===== config.mk =====
export PLATFORM = sky130hd
export DESIGN_NAME = coc_clock_output_ctrl
export DESIGN_NICKNAME = d
export VERILOG_FILES = /design/src/verilog/coc_pkg.sv /design/src/verilog/coc_channel.sv /design/src/verilog/coc_clock_output_ctrl.sv
export SDC_FILE = /design/constraint.sdc
export NUM_CORES = 1
export LEC_CHECK = 0
export ABC_AREA = 1
export BUFFER_PORTS_ARGS = -buffer_cell sky130_fd_sc_hd__buf_2
export CAP_MARGIN = 20
export CORE_MARGIN = 3
export CORE_UTILIZATION = 30
export CTS_CLUSTER_DIAMETER = 40
export DETAILED_ROUTE_END_ITERATION = 8
export GPL_TIMING_DRIVEN = 0
export PLACE_DENSITY = 0.58
export SKIP_LAST_GASP = 1
export SLEW_MARGIN = 20
export SYNTH_ARGS = -nofsm -noshare
export SYNTH_HDL_FRONTEND = slang
export SYNTH_SLANG_ARGS = --single-unit

===== constraint.sdc =====
create_clock -name CLK_I -period 4 [get_ports CLK_I]
set_clock_uncertainty 0.1 [all_clocks]
set_input_delay 0 -clock CLK_I [delete_from_list [all_inputs] [get_ports CLK_I]]
set_output_delay 0 -clock CLK_I [all_outputs]
set_load 0.1 [all_outputs]

===== src/verilog/coc_pkg.sv =====
// shared constants, types and helpers of the clock output channel control block
package coc_pkg;

	// ----------------------------------------------------------------
	// sizes
	// ----------------------------------------------------------------
	localparam int NUM_CH = 5;
	localparam int DIV_W = 8;
	localparam int DLY_W = 4;
	localparam int DATA_W = 32;
	localparam int ADDR_W = 8;

	// ----------------------------------------------------------------
	// divider and delay encodings
	// ----------------------------------------------------------------
	localparam logic [DIV_W-1:0] DIV_BYPASS = 8'h00;
	localparam int DELAY_STEP_PS = 150;
	localparam int DELAY_MAX_PS = 2250;
	localparam int DELAY_MAX_CODE = DELAY_MAX_PS / DELAY_STEP_PS;

	// ----------------------------------------------------------------
	// synchronisation timing, in distribution clock cycles
	// ----------------------------------------------------------------
	localparam int SYNC_LATENCY = 4;
	localparam int SYNC_PIPE = SYNC_LATENCY - 2;

	// ----------------------------------------------------------------
	// register offsets (byte addresses)
	// ----------------------------------------------------------------
	localparam logic [ADDR_W-1:0] ADDR_CH_FIRST = 8'h00;
	localparam logic [ADDR_W-1:0] ADDR_CH_LAST = 8'h10;
	localparam logic [ADDR_W-1:0] ADDR_GLOBAL = 8'h14;
	localparam logic [ADDR_W-1:0] ADDR_STATUS = 8'h18;

	// ----------------------------------------------------------------
	// field positions
	// ----------------------------------------------------------------
	localparam int CH_DIV_LSB = 0;
	localparam int CH_DLY_LSB = 8;
	localparam int CH_EN_BIT = 12;
	localparam int GL_OE_BIT = 0;
	localparam int GL_LOCK_LSB = 1;
	localparam int GL_REF_LSB = 3;
	localparam int GL_LOSA_LSB = 5;
	localparam int GL_LOSB_LSB = 7;
	localparam int GL_BUFA_BIT = 9;
	localparam int GL_BUFB_BIT = 10;
	localparam int ST_LOCK1_BIT = 0;
	localparam int ST_LOCK2_BIT = 1;
	localparam int ST_LOSSA_BIT = 2;
	localparam int ST_LOSSB_BIT = 3;
	localparam int ST_REFSEL_BIT = 4;
	localparam int ST_HOLD_BIT = 5;
	localparam int ST_GOE_BIT = 6;

	// ----------------------------------------------------------------
	// values after reset
	// ----------------------------------------------------------------
	localparam logic [DIV_W-1:0] CH_DIV_RST = 8'h01;
	localparam logic [DLY_W-1:0] CH_DLY_RST = 4'h0;
	localparam logic CH_EN_RST = 1'b0;
	localparam logic GL_OE_RST = 1'b1;

	// ----------------------------------------------------------------
	// modes
	// ----------------------------------------------------------------
	typedef enum logic [1:0] {LOCK_BOTH, LOCK_FIRST, LOCK_SECOND} coc_lock_e;
	typedef enum logic [1:0] {REF_FIX_A, REF_FIX_B, REF_AUTO_REVERT, REF_AUTO_HOLD} coc_ref_e;
	typedef enum logic [1:0] {LOS_PUSH_PULL, LOS_NMOS_OD, LOS_PMOS_OD} coc_los_e;

	// last count of a divide-by-2k half period
	function automatic logic [DIV_W-1:0] div_last(input logic [DIV_W-1:0] k);
		div_last = k - 8'h01;
	endfunction

	// pin drive {level, enable} of one loss output for its electrical mode
	function automatic logic [1:0] los_drive(input coc_los_e t, input logic loss);
		case (t)
			LOS_NMOS_OD: los_drive = {1'b0, loss};
			LOS_PMOS_OD: los_drive = {1'b1, loss};
			default: los_drive = {loss, 1'b1};
		endcase
	endfunction

endpackage


===== src/verilog/coc_channel.sv =====
// one output channel: even divider with bypass and synchronous restart
`timescale 1ns/1ps
module coc_channel
(
	input wire logic clk_i,
	input wire logic nrst_i,
	input wire logic hold_i,
	input wire logic [coc_pkg::DIV_W-1:0] div_i,
	output logic q_o
);
	import coc_pkg::*;

	typedef struct packed {
		logic [DIV_W-1:0] cnt;
		logic q;
		logic [DIV_W-1:0] since;
		logic [DIV_W-1:0] div_seen;
	} coc_chan_s;

	coc_chan_s state_ff;
	coc_chan_s nxt_state;

	// ----------------------------------------------------------------
	// divider
	// ----------------------------------------------------------------
	// hold parks every channel one count before its first rising edge
	always_comb
	begin
		nxt_state = state_ff;
		if (hold_i)
		begin
			nxt_state.q = 1'b0;
			nxt_state.cnt = (div_i == DIV_BYPASS) ? '0 : div_last(div_i);
		end
		else if (div_i == DIV_BYPASS)
		begin
			nxt_state.q = 1'b1;
		end
		else if (state_ff.cnt >= div_last(div_i))
		begin
			nxt_state.cnt = '0;
			nxt_state.q = ~state_ff.q;
		end
		else
		begin
			nxt_state.cnt = state_ff.cnt + 8'h01;
		end
		// cycles since the last edge, only for checking the ratio; all ones marks a half
		// period begun under an older divide setting, which a ratio check must not judge
		nxt_state.div_seen = div_i;
		if (hold_i || nxt_state.q != state_ff.q)
			nxt_state.since = '0;
		else if (div_i != state_ff.div_seen)
			nxt_state.since = 8'hFF;
		else if (state_ff.since != 8'hFF)
			nxt_state.since = state_ff.since + 8'h01;
	end

	// state register
	always_ff @(posedge clk_i or negedge nrst_i)
	begin
		if (!nrst_i)
			state_ff <= '0;
		else
			state_ff <= nxt_state;
	end

	assign q_o = state_ff.q;
endmodule


===== src/verilog/coc_clock_output_ctrl.sv =====
// top of the clock output channel control: registers, sync, enables, lock and reference logic
//
// The implementer's own choices: the plain strobed port and the register offsets.
`timescale 1ns/1ps
module coc_clock_output_ctrl
(
	input wire logic CLK_I,
	input wire logic NRST_I,
	input wire logic [coc_pkg::ADDR_W-1:0] ADDR_I,
	input wire logic [coc_pkg::DATA_W-1:0] WDATA_I,
	input wire logic WR_I,
	input wire logic RD_I,
	output logic [coc_pkg::DATA_W-1:0] RDATA_O,
	input wire logic SYNC_N_I,
	input wire logic GLOBAL_OUTPUT_ENABLE_PIN_I,
	input wire logic FIRST_LOOP_LOCK_I,
	input wire logic SECOND_LOOP_LOCK_I,
	input wire logic REF_INPUT_A_LOSS_I,
	input wire logic REF_INPUT_B_LOSS_I,
	output logic [coc_pkg::NUM_CH-1:0] CLK_OUT_O,
	output logic [coc_pkg::NUM_CH-1:0] CLK_OUT_OE_O,
	output logic [coc_pkg::NUM_CH-1:0] CH_BYPASS_O,
	output logic [coc_pkg::NUM_CH*coc_pkg::DLY_W-1:0] CHANNEL_DELAY_SETTING_O,
	output logic LOCK_INDICATOR_O,
	output logic REF_SEL_O,
	output logic [1:0] REF_LOSS_INDICATOR_O,
	output logic [1:0] REF_LOSS_INDICATOR_OE_O,
	output logic [1:0] REF_BUFTYPE_O
);
	import coc_pkg::*;

	// ----------------------------------------------------------------
	// state
	// ----------------------------------------------------------------
	typedef struct packed {
		logic [NUM_CH-1:0][DIV_W-1:0] div;
		logic [NUM_CH-1:0][DLY_W-1:0] dly;
		logic [NUM_CH-1:0] en;
		logic glob_oe;
		coc_lock_e lock_sel;
		coc_ref_e ref_mode;
		coc_los_e los_type_a;
		coc_los_e los_type_b;
		logic [1:0] buftype;
		logic sync_meta;
		logic sync_s;
		logic [SYNC_PIPE-1:0] sync_pipe;
		logic goe_meta;
		logic goe_s;
		logic [1:0] lock_meta;
		logic [1:0] lock_s;
		logic [1:0] loss_meta;
		logic [1:0] loss_s;
		logic ref_sel;
		logic [NUM_CH-1:0] clk_out;
		logic [NUM_CH-1:0] clk_oe;
		logic [NUM_CH-1:0] byp;
		logic lock_ind;
		logic [1:0] los_out;
		logic [1:0] los_oe;
		logic [DATA_W-1:0] rdata;
	} coc_top_s;

	coc_top_s state_ff;
	coc_top_s nxt_state;
	logic [NUM_CH-1:0] ch_q;
	logic hold;
	logic ch_addr;
	logic [2:0] ch_idx;
	logic auto_mode;

	// ----------------------------------------------------------------
	// channel dividers
	// ----------------------------------------------------------------
	// every channel sees the same hold so they restart in step
	assign hold = ~state_ff.sync_pipe[SYNC_PIPE-1];
	for (genvar g = 0; g < NUM_CH; g++)
	begin : g_ch
		coc_channel u_channel
		(
			.clk_i(CLK_I),
			.nrst_i(NRST_I),
			.hold_i(hold),
			.div_i(state_ff.div[g]),
			.q_o(ch_q[g])
		);
	end

	// register decode helpers
	assign ch_addr = (ADDR_I <= ADDR_CH_LAST) && (ADDR_I[1:0] == 2'b00);
	assign ch_idx = ADDR_I[4:2] - ADDR_CH_FIRST[4:2];
	assign auto_mode = (state_ff.ref_mode == REF_AUTO_REVERT) || (state_ff.ref_mode == REF_AUTO_HOLD);

	// ----------------------------------------------------------------
	// next state
	// ----------------------------------------------------------------
	always_comb
	begin
		nxt_state = state_ff;

		// pins from outside the clock domain pass two flops first
		nxt_state.sync_meta = SYNC_N_I;
		nxt_state.sync_s = state_ff.sync_meta;
		// a low shorter than a cycle may be missed, hence the pulse width demand on the driver
		nxt_state.sync_pipe = {state_ff.sync_pipe[SYNC_PIPE-2:0], state_ff.sync_s};
		nxt_state.goe_meta = GLOBAL_OUTPUT_ENABLE_PIN_I;
		nxt_state.goe_s = state_ff.goe_meta;
		nxt_state.lock_meta = {SECOND_LOOP_LOCK_I, FIRST_LOOP_LOCK_I};
		nxt_state.lock_s = state_ff.lock_meta;
		nxt_state.loss_meta = {REF_INPUT_B_LOSS_I, REF_INPUT_A_LOSS_I};
		nxt_state.loss_s = state_ff.loss_meta;

		// register writes
		if (WR_I && ch_addr)
		begin
			nxt_state.div[ch_idx] = WDATA_I[CH_DIV_LSB +: DIV_W];
			nxt_state.dly[ch_idx] = WDATA_I[CH_DLY_LSB +: DLY_W];
			nxt_state.en[ch_idx] = WDATA_I[CH_EN_BIT];
		end
		else if (WR_I && ADDR_I == ADDR_GLOBAL)
		begin
			nxt_state.glob_oe = WDATA_I[GL_OE_BIT];
			nxt_state.lock_sel = coc_lock_e'(WDATA_I[GL_LOCK_LSB +: 2]);
			nxt_state.ref_mode = coc_ref_e'(WDATA_I[GL_REF_LSB +: 2]);
			nxt_state.los_type_a = coc_los_e'(WDATA_I[GL_LOSA_LSB +: 2]);
			nxt_state.los_type_b = coc_los_e'(WDATA_I[GL_LOSB_LSB +: 2]);
			nxt_state.buftype = {WDATA_I[GL_BUFB_BIT], WDATA_I[GL_BUFA_BIT]};
		end

		// register reads: data stand for one cycle only, unmapped reads give zero
		nxt_state.rdata = '0;
		if (RD_I && ch_addr)
		begin
			nxt_state.rdata[CH_DIV_LSB +: DIV_W] = state_ff.div[ch_idx];
			nxt_state.rdata[CH_DLY_LSB +: DLY_W] = state_ff.dly[ch_idx];
			nxt_state.rdata[CH_EN_BIT] = state_ff.en[ch_idx];
		end
		else if (RD_I && ADDR_I == ADDR_GLOBAL)
		begin
			nxt_state.rdata[GL_OE_BIT] = state_ff.glob_oe;
			nxt_state.rdata[GL_LOCK_LSB +: 2] = state_ff.lock_sel;
			nxt_state.rdata[GL_REF_LSB +: 2] = state_ff.ref_mode;
			nxt_state.rdata[GL_LOSA_LSB +: 2] = state_ff.los_type_a;
			nxt_state.rdata[GL_LOSB_LSB +: 2] = state_ff.los_type_b;
			nxt_state.rdata[GL_BUFA_BIT] = state_ff.buftype[0];
			nxt_state.rdata[GL_BUFB_BIT] = state_ff.buftype[1];
		end
		else if (RD_I && ADDR_I == ADDR_STATUS)
		begin
			nxt_state.rdata[ST_LOCK1_BIT] = state_ff.lock_s[0];
			nxt_state.rdata[ST_LOCK2_BIT] = state_ff.lock_s[1];
			nxt_state.rdata[ST_LOSSA_BIT] = state_ff.loss_s[0];
			nxt_state.rdata[ST_LOSSB_BIT] = state_ff.loss_s[1];
			nxt_state.rdata[ST_REFSEL_BIT] = state_ff.ref_sel;
			nxt_state.rdata[ST_HOLD_BIT] = hold;
			nxt_state.rdata[ST_GOE_BIT] = state_ff.goe_s;
		end

		// output gating: divider, then enable bits and pin, then bypass flag beside it
		for (int i = 0; i < NUM_CH; i++)
		begin
			nxt_state.clk_oe[i] = state_ff.en[i] & state_ff.glob_oe;
			// a low pin drives the output low rather than floating it
			nxt_state.clk_out[i] = ch_q[i] & nxt_state.clk_oe[i] & state_ff.goe_s;
			nxt_state.byp[i] = (state_ff.div[i] == DIV_BYPASS);
		end

		// lock indicator source
		case (state_ff.lock_sel)
			LOCK_FIRST: nxt_state.lock_ind = state_ff.lock_s[0];
			LOCK_SECOND: nxt_state.lock_ind = state_ff.lock_s[1];
			default: nxt_state.lock_ind = &state_ff.lock_s;
		endcase

		// reference selection; the holding mode stays put until the current input fails
		case (state_ff.ref_mode)
			REF_FIX_A: nxt_state.ref_sel = 1'b0;
			REF_FIX_B: nxt_state.ref_sel = 1'b1;
			REF_AUTO_REVERT: nxt_state.ref_sel = state_ff.loss_s[0] & ~state_ff.loss_s[1];
			default:
			begin
				if (state_ff.ref_sel ? (state_ff.loss_s[1] & ~state_ff.loss_s[0])
					: (state_ff.loss_s[0] & ~state_ff.loss_s[1]))
					nxt_state.ref_sel = ~state_ff.ref_sel;
			end
		endcase

		// loss outputs only report the selected input, and only in automatic modes
		{nxt_state.los_out[0], nxt_state.los_oe[0]} = los_drive(state_ff.los_type_a,
			auto_mode & ~state_ff.ref_sel & state_ff.loss_s[0]);
		{nxt_state.los_out[1], nxt_state.los_oe[1]} = los_drive(state_ff.los_type_b,
			auto_mode & state_ff.ref_sel & state_ff.loss_s[1]);
	end

	// ----------------------------------------------------------------
	// state register
	// ----------------------------------------------------------------
	// sync and enable pins reset to their released level, matching the pull-up
	always_ff @(posedge CLK_I or negedge NRST_I)
	begin
		if (!NRST_I)
		begin
			state_ff <= '0;
			state_ff.div <= {NUM_CH{CH_DIV_RST}};
			state_ff.dly <= {NUM_CH{CH_DLY_RST}};
			state_ff.en <= {NUM_CH{CH_EN_RST}};
			state_ff.glob_oe <= GL_OE_RST;
			state_ff.lock_sel <= LOCK_BOTH;
			state_ff.ref_mode <= REF_FIX_A;
			state_ff.los_type_a <= LOS_PUSH_PULL;
			state_ff.los_type_b <= LOS_PUSH_PULL;
			state_ff.sync_meta <= 1'b1;
			state_ff.sync_s <= 1'b1;
			state_ff.sync_pipe <= '1;
			state_ff.goe_meta <= 1'b1;
			state_ff.goe_s <= 1'b1;
			state_ff.los_oe <= 2'b11;
		end
		else
		begin
			state_ff <= nxt_state;
		end
	end

	// ----------------------------------------------------------------
	// outputs, all straight from flops
	// ----------------------------------------------------------------
	assign RDATA_O = state_ff.rdata;
	assign CLK_OUT_O = state_ff.clk_out;
	assign CLK_OUT_OE_O = state_ff.clk_oe;
	assign CH_BYPASS_O = state_ff.byp;
	assign CHANNEL_DELAY_SETTING_O = state_ff.dly;
	assign LOCK_INDICATOR_O = state_ff.lock_ind;
	assign REF_SEL_O = state_ff.ref_sel;
	assign REF_LOSS_INDICATOR_O = state_ff.los_out;
	assign REF_LOSS_INDICATOR_OE_O = state_ff.los_oe;
	assign REF_BUFTYPE_O = state_ff.buftype;
endmodule


## After elaboration in Yosys (flattened, before gate mapping)

Cells that the tools add are included.

| storage, ports and cells | value |
|---|---|
| register bits after elaboration | 169 |
| bits in latches | 0 |
| RAM bits | 0 |
| bits in read-only memories | 0 |
| input port bits | 50 |
| output and inout bits | 75 |
| logic and storage cells | 188 |
| memories kept | 0 |

| operators by class | value |
|---|---|
| $add $sub $neg | 10 |
| multipliers | 0 |
| div/mod/pow operators | 0 |
| $lt $le $gt $ge | 8 |
| eq/ne operators | 21 |
| shifts and indexed selects | 0 |
| mux-type cells | 56 |
| bitwise logic cells | 31 |
| reduce and logical (&&, ||, !) cells | 18 |

Operator list:

| cell | count |
|---|---|
| $mux W8 | 17 |
| $mux W9 | 5 |
| $add A8 B1 Y8 const B | 5 |
| $bwmux W40 | 1 |
| $ge A8 B8 Y1 | 5 |
| $logic_not A8 Y1 | 5 |
| $sub A8 B1 Y8 const B | 5 |
| $bmux W8 S3 | 1 |
| $demux W8 S3 | 1 |
| $and A1 B1 Y1 | 21 |
| $bwmux W20 | 1 |
| $eq A8 B5 Y1 const B | 2 |
| $ne A3 B1 Y1 const B | 5 |
| $mux W1 | 14 |
| $mux W7 | 2 |
| $bmux W4 S3 | 1 |
| $demux W4 S3 | 1 |
| $mux W4 | 3 |
| $mux W11 | 1 |
| $eq A2 B2 Y1 const B | 5 |
| $ne A2 B2 Y1 const B | 5 |
| $not A1 Y1 | 10 |
| $eq A2 B1 Y1 const B | 4 |
| $le A8 B5 Y1 const B | 1 |
| 14 further kinds | 23 |

## Logic depth before layout (Yosys ltp)

| logic depth | value |
|---|---|
| word-level depth | 5 |
| gate-level depth with buffers | 16 |
| mapped depth without buffers | 16 |

## Cells and area by module

A second synthesis with hierarchy kept.

| second synthesis, totals | value |
|---|---|
| cells, all modules | 1610 |
| area, all modules | 11710.0 um^2 |

By module, submodules not included:

| module | times used | cells an instance | area an instance (um^2) | seq. area each (um^2) |
|---|---|---|---|---|
| coc_clock_output_ctrl | 1 | 716 | 6209.7 | 3120.5 |
| coc_channel (g_ch[1].u_channel ...) | 3 | 180 | 1096.1 | 225.2 |
| coc_channel (g_ch[0].u_channel ...) | 2 | 177 | 1106.1 | 225.2 |

## Worst setup path after synthesis

OpenSTA, ideal clock, no wires.

| timing path | value |
|---|---|
| path type | reg-to-reg |
| start | reg state_ff[119] (netlist name) |
| end | reg g_ch[2].u_channel.state_ff, in the netlist g_ch[2].u_channel.q_o |
| setup time | 0.065 ns |
| arrival time | 2.286 ns |
| data required time | 3.835 ns |
| slack | 1.549 ns |
| cell stages (with the launch flop) | 14 |
| buffers on the path | 0 |
| period minus slack after synthesis | 2.451 ns |
| path through | dfstp_2 -> inv_1 -> ha_1 -> nand2_1 -> xor2_1 -> inv_1 -> ha_1 -> nand2_1 -> nor2_1 -> nor3_1 -> nand2_1 -> nor2_1 -> nand2_1 -> nand2_1 |

| on the way | value |
|---|---|
| cells in the longest elaborated chain, start to end | 3 |
| elaborated cells between the ends (all ways) | 6 |
| those cells by class | 1 x add/sub; 1 x order compare; 1 x eq/ne; 2 x mux; 1 x reduce/logical |

RTL lines:

| what | RTL line | RTL |
|---|---|---|
| from (decl) | coc_clock_output_ctrl.sv:64 | `coc_top_s state_ff;` |
| from (signal assigned) | coc_clock_output_ctrl.sv:221 | `state_ff <= nxt_state;` |
| $sub A8 B1 Y8 or $logic_not A8 Y1 (tied branches) | coc_pkg.sv:73, coc_channel.sv:35 |  |
| $ge A8 B8 Y1 or $mux W1 (tied branches) | coc_channel.sv:39, coc_channel.sv:35 |  |
| $ne A3 B1 Y1 (no source line) or $mux W9 (tied branches) | -- |  |
| to (signal assigned) | coc_channel.sv:65 | `state_ff <= nxt_state;` |
| to (decl) | coc_channel.sv:20 | `coc_chan_s state_ff;` |

Parallel ways exist; a longest one is shown, timed or not.
A chain may end at the register's enable or synchronous reset.

## Final worst setup path

| timing path | value |
|---|---|
| start | reg state_ff[119] (netlist name) |
| end | reg g_ch[2].u_channel.state_ff[17] (netlist name) |

| on the way | value |
|---|---|
| cells in the longest elaborated chain, start to end | 5 |
| elaborated cells between the ends (all ways) | 8 |
| those cells by class | 1 x add/sub; 1 x order compare; 1 x eq/ne; 4 x mux; 1 x reduce/logical |

RTL lines:

| what | RTL line | RTL |
|---|---|---|
| $sub A8 B1 Y8 | coc_pkg.sv:73 | `div_last = k - 8'h01;` |
| $ge A8 B8 Y1 | coc_channel.sv:39 | `else if (state_ff.cnt >= div_last(div_i))` |
| $mux W8 | coc_channel.sv:39 |  |
| $mux W8 | coc_channel.sv:35 | `else if (div_i == DIV_BYPASS)` |
| $mux W9 | coc_channel.sv:30 | `if (hold_i)` |

Parallel ways exist; a longest one is shown, timed or not. The select of a mux whose other input is x is not followed.

==> flow_metrics.tcl <==
set metrics [dict create \
    worstSetupStartpointType "register" \
    kind_of_critical_path "reg2reg" \
    via_count_of_the_first_global_routing_pass 9015 \
    grt_antenna_before_repair 0 \
    critPathSlowestCell "dfstp_2" \
    setup_viol 0 \
    cp_max_fo 6 \
    post_synth_instance_area_sq_mm 0.01066 \
    final_common_cell "nand2_1" \
    wirelength_met1_mm 13.69 \
    min_to "state_ff[121]" \
    synth_edf_count 0 \
    grt_pass1_wl_mm 47.95 \
    tightestPinTransition_ps 781.4 \
    final_max_slew_viol_count 0 \
    ir_worst_vdd_v 0.0002809 \
    net-switching-power_w 0.001991 \
    syn_area_per_cell_sq_um 7.509 \
    tritoncts.num_buffers 17 \
    reg2reg_slack_ps 1070 \
    initial_core_util 0.3064 \
    wl_met3_mm 1.407 \
    slew_headroom 0.4790 \
    critical_path.max_stage_delay_ps 590 \
    drt-initial-drc-count 568 \
    p_int_w 0.003342 \
    synthArstFlopShare 1.000 \
    whs_path_depth 6 \
    outcome "finished, final reports clean" \
    ctsLongestPathBuffers 2 \
    finalWorstPathRequiredPeriod_ps 2934 \
    rows 68 \
    cts_tree "done" \
    rsz0062_at_grt "no" \
    postSynthRegisterBits 169 \
    sw_frac 0.3733 \
    ctsResizeCount 0 \
    route.met2.wl_mm 13.52 \
    fmax_mhz 340.9 \
    cts_sinks 169 \
    antenna_left 0 \
    maxCapViolCount 0 \
    clock_tree.root_cell "clkbuf_16" \
    share_seq_of_total_power 0.395 \
    worst-path-stages 13 \
    core_area_sq_mm 0.03480 \
    drt-vias-per-instance 4.614 \
    dieWidth_microns 194.5 \
    crit_path_end_kind "register" \
    synth_top_flop_cell "dfrtp_1" \
    share_comb_of_total_power 0.274 \
    r2r_end "g_ch[2].u_channel.state_ff[17]" \
    cp_cell_sequence "inv_1, ha_1, nand2_1, xor2_1, inv_1, ha_1, nand2_1, nor2_1, nor3_1, nand2_1, nor2_1, nand2_1, nand2_1" \
    worstSkewPairLatency_ps 440 \
    r2r_start "state_ff[119]" \
    cts-htree-levels 4 \
    die_y_microns 194.5 \
    postLayoutCellArea_sq_mm 0.01265 \
    timing.critical_path.max_delay_family "simple AND/OR/NAND/NOR gates" \
    total_leakage_power_nw 7.027 \
    finalHoldViolations 0 \
    power.share.clock 0.331 \
    groute.usage.overall 0.1562 \
    drive_gt1_frac 0.1606 \
    dieArea_sq_mm 0.03784 \
    hold_path_class "in2reg" \
    timing.critical_path.buf_inv 2 \
    routedWlPerCell_microns 14.40 \
    power.density_mw_per_mm2 421.5 \
    io_buffers 84 \
    syn_inst 1420 \
    maximum_number_of_pins_on_one_net_before_global_route_repair 91 \
    tns_ps 0 \
    synth.lib_cells_used.distinct 41 \
    synthToLayoutAreaGrowth_pct 18.67 \
    commonest_non_fill_non_tap_cells_in_the_layout "nand2_1 (443), inv_1 (185), dfrtp_1 (155)" \
    layout_worst_path_cycle_share 0.7334 \
    place.detailed.hpwl_mm 22.21 \
    r2r.worst_path.cells 13 \
    dr_total_vias 9399 \
    seq_area_frac_synth 0.3983 \
    cp_data_arrival_time_ps 3210 \
    global_placer_s_final_weighted_congestion 0.8682 \
    wirelength_mm 29.33 \
    layout.nets 1680 \
    min_from "ADDR_I[3]" \
    placedInstanceArea_sq_mm 0.01176 \
    ys_warn_count 0 \
    worst_setup_hold_path_clk_slew_ps 80 \
    drc 0 \
    top_level_ports 125 \
    topRoutingLayerUsed "met4" \
    drtPass1Iterations 5 \
    crit_top_cell "nand2_1" \
    grt_remaining_overflow 0 \
    diodes 0 \
    post-cts-setup-buffers 0 \
    cp_data_required_time_ps 4280 \
]
-- final cells by class --
type | count | area (sq um)
multi-input cells | 974 | 5047
fillers | 3612 | 22150
clock buffers | 17 | 425.4
clock inverters | 15 | 200.2
well taps | 455 | 569.3
inverters | 190 | 713.2
flip-flops and latches | 169 | 4247
repair buffers | 112 | 728.2
plain buffers | 105 | 723.2
-- metal layers --
layer	up-vias	global-route usage
li1	4731	-
met1	4404	0.2130
met2	221	0.2552
met3	43	0.02461
met4	0	0.04894
met5	-	0
-- cells by family after synthesis --
family                   after synthesis  synth area share
AND/OR/NAND/NOR                      660            0.2678
other                                  1         0.0003517
adder cells (fa/ha/maj)               61           0.07158
flip-flops                           169            0.3983
buffers and inverters                295            0.1347
AO/OA/AOI/OAI                        197           0.09693
XOR/XNOR                              37           0.03039
-- sequential cells by signal, summed over array words and instances, names as in the netlist --
name,flops
state_ff,60
g_ch.u_channel.state_ff,40
CHANNEL_DELAY_SETTING_O,20
RDATA_O,13
nxt_state,8
CH_BYPASS_O,5
CLK_OUT_OE_O,5
CLK_OUT_O,5
g_ch.u_channel.q_o,5
REF_BUFTYPE_O,2
REF_LOSS_INDICATOR_OE_O,2
REF_LOSS_INDICATOR_O,2
LOCK_INDICATOR_O,1
REF_SEL_O,1
-- synth_stat cells (12+ instances only) --
| cell | instances | area, sq um |
|---|---|---|
| ha_1 | 61 | 763.2 |
| a21oi_1 | 36 | 180.2 |
| dfstp_2 | 14 | 367.9 |
| nor2_1 | 70 | 262.8 |
| o21ai_0 | 86 | 430.4 |
| clkbuf_1 | 13 | 48.80 |
| inv_1 | 185 | 694.4 |
| nand4_1 | 21 | 131.4 |
| nand3_1 | 85 | 425.4 |
| nand2_1 | 443 | 1663 |
| xnor2_1 | 12 | 105.1 |
| buf_4 | 74 | 555.5 |
| xor2_1 | 25 | 219.0 |
| dfrtp_1 | 155 | 3879 |
| o21ai_1 | 52 | 260.3 |
-- per-stage QoR --
step / utilization / worst slack, ps / hold WS, ps / cells / total power (W)
3_3_place_gp: 0.3368 / 13.23 / 5.849 / 1977 / 0.003542
2_1_floorplan: - / 1549 / -395.6 / 1438 / 0.003218
5_1_grt: 0.3636 / 867.3 / 66.00 / 2037 / 0.005682
4_1_cts: 0.3636 / 1084 / 10.32 / 2037 / 0.005373
3_5_place_dp: 0.3379 / 1101 / -24.72 / 1978 / 0.003581
6_report: 0.3636 / 1066 / 36.18 / 2037 / 0.005333
-- how the worst max path moves through the flow --
stage	startpoint	end	slack, ps
2_1_floorplan	state_ff[119]	g_ch[2].u_channel.q_o	1550
3_3_place_gp	NRST_I	CLK_OUT_O[4]	10
3_5_place_dp	state_ff[119]	g_ch[2].u_channel.state_ff[18]	1100
4_1_cts	state_ff[119]	g_ch[2].u_channel.state_ff[17]	1080
5_1_grt	state_ff[119]	g_ch[2].u_channel.state_ff[17]	870
6_report	state_ff[119]	g_ch[2].u_channel.state_ff[17]	1070
-- repair_timing --
| action | in CTS | in global routing |
|---|---|---|
| hold buffers | 27 | 0 |
| setup endpoints to repair | 0 | 0 |
| hold endpoints to repair | 181 | 0 |
-- worst reg2reg max path, stage by stage (launching register included) --
cell,delay [ps]
dfstp_2,590
inv_1,110
ha_1,250
nand2_1,90
xor2_1,190
inv_1,60
ha_1,270
nand2_1,90
nor2_1,50
nor3_1,540
nand2_1,200
nor2_1,210
nand2_1,70
nand2_1,60
-- power groups by stage --
stage	registers [W]	clock network, W	logic (W)
after floorplan	0.00207	0	0.00114
after global placement	0.00213	0	0.00141
after detailed placement	0.00213	0	0.00145
after CTS	0.00210	0.00180	0.00147
after global routing	0.00214	0.00187	0.00167
final	0.00211	0.00176	0.00146
(Power assumes the default switching activity.)
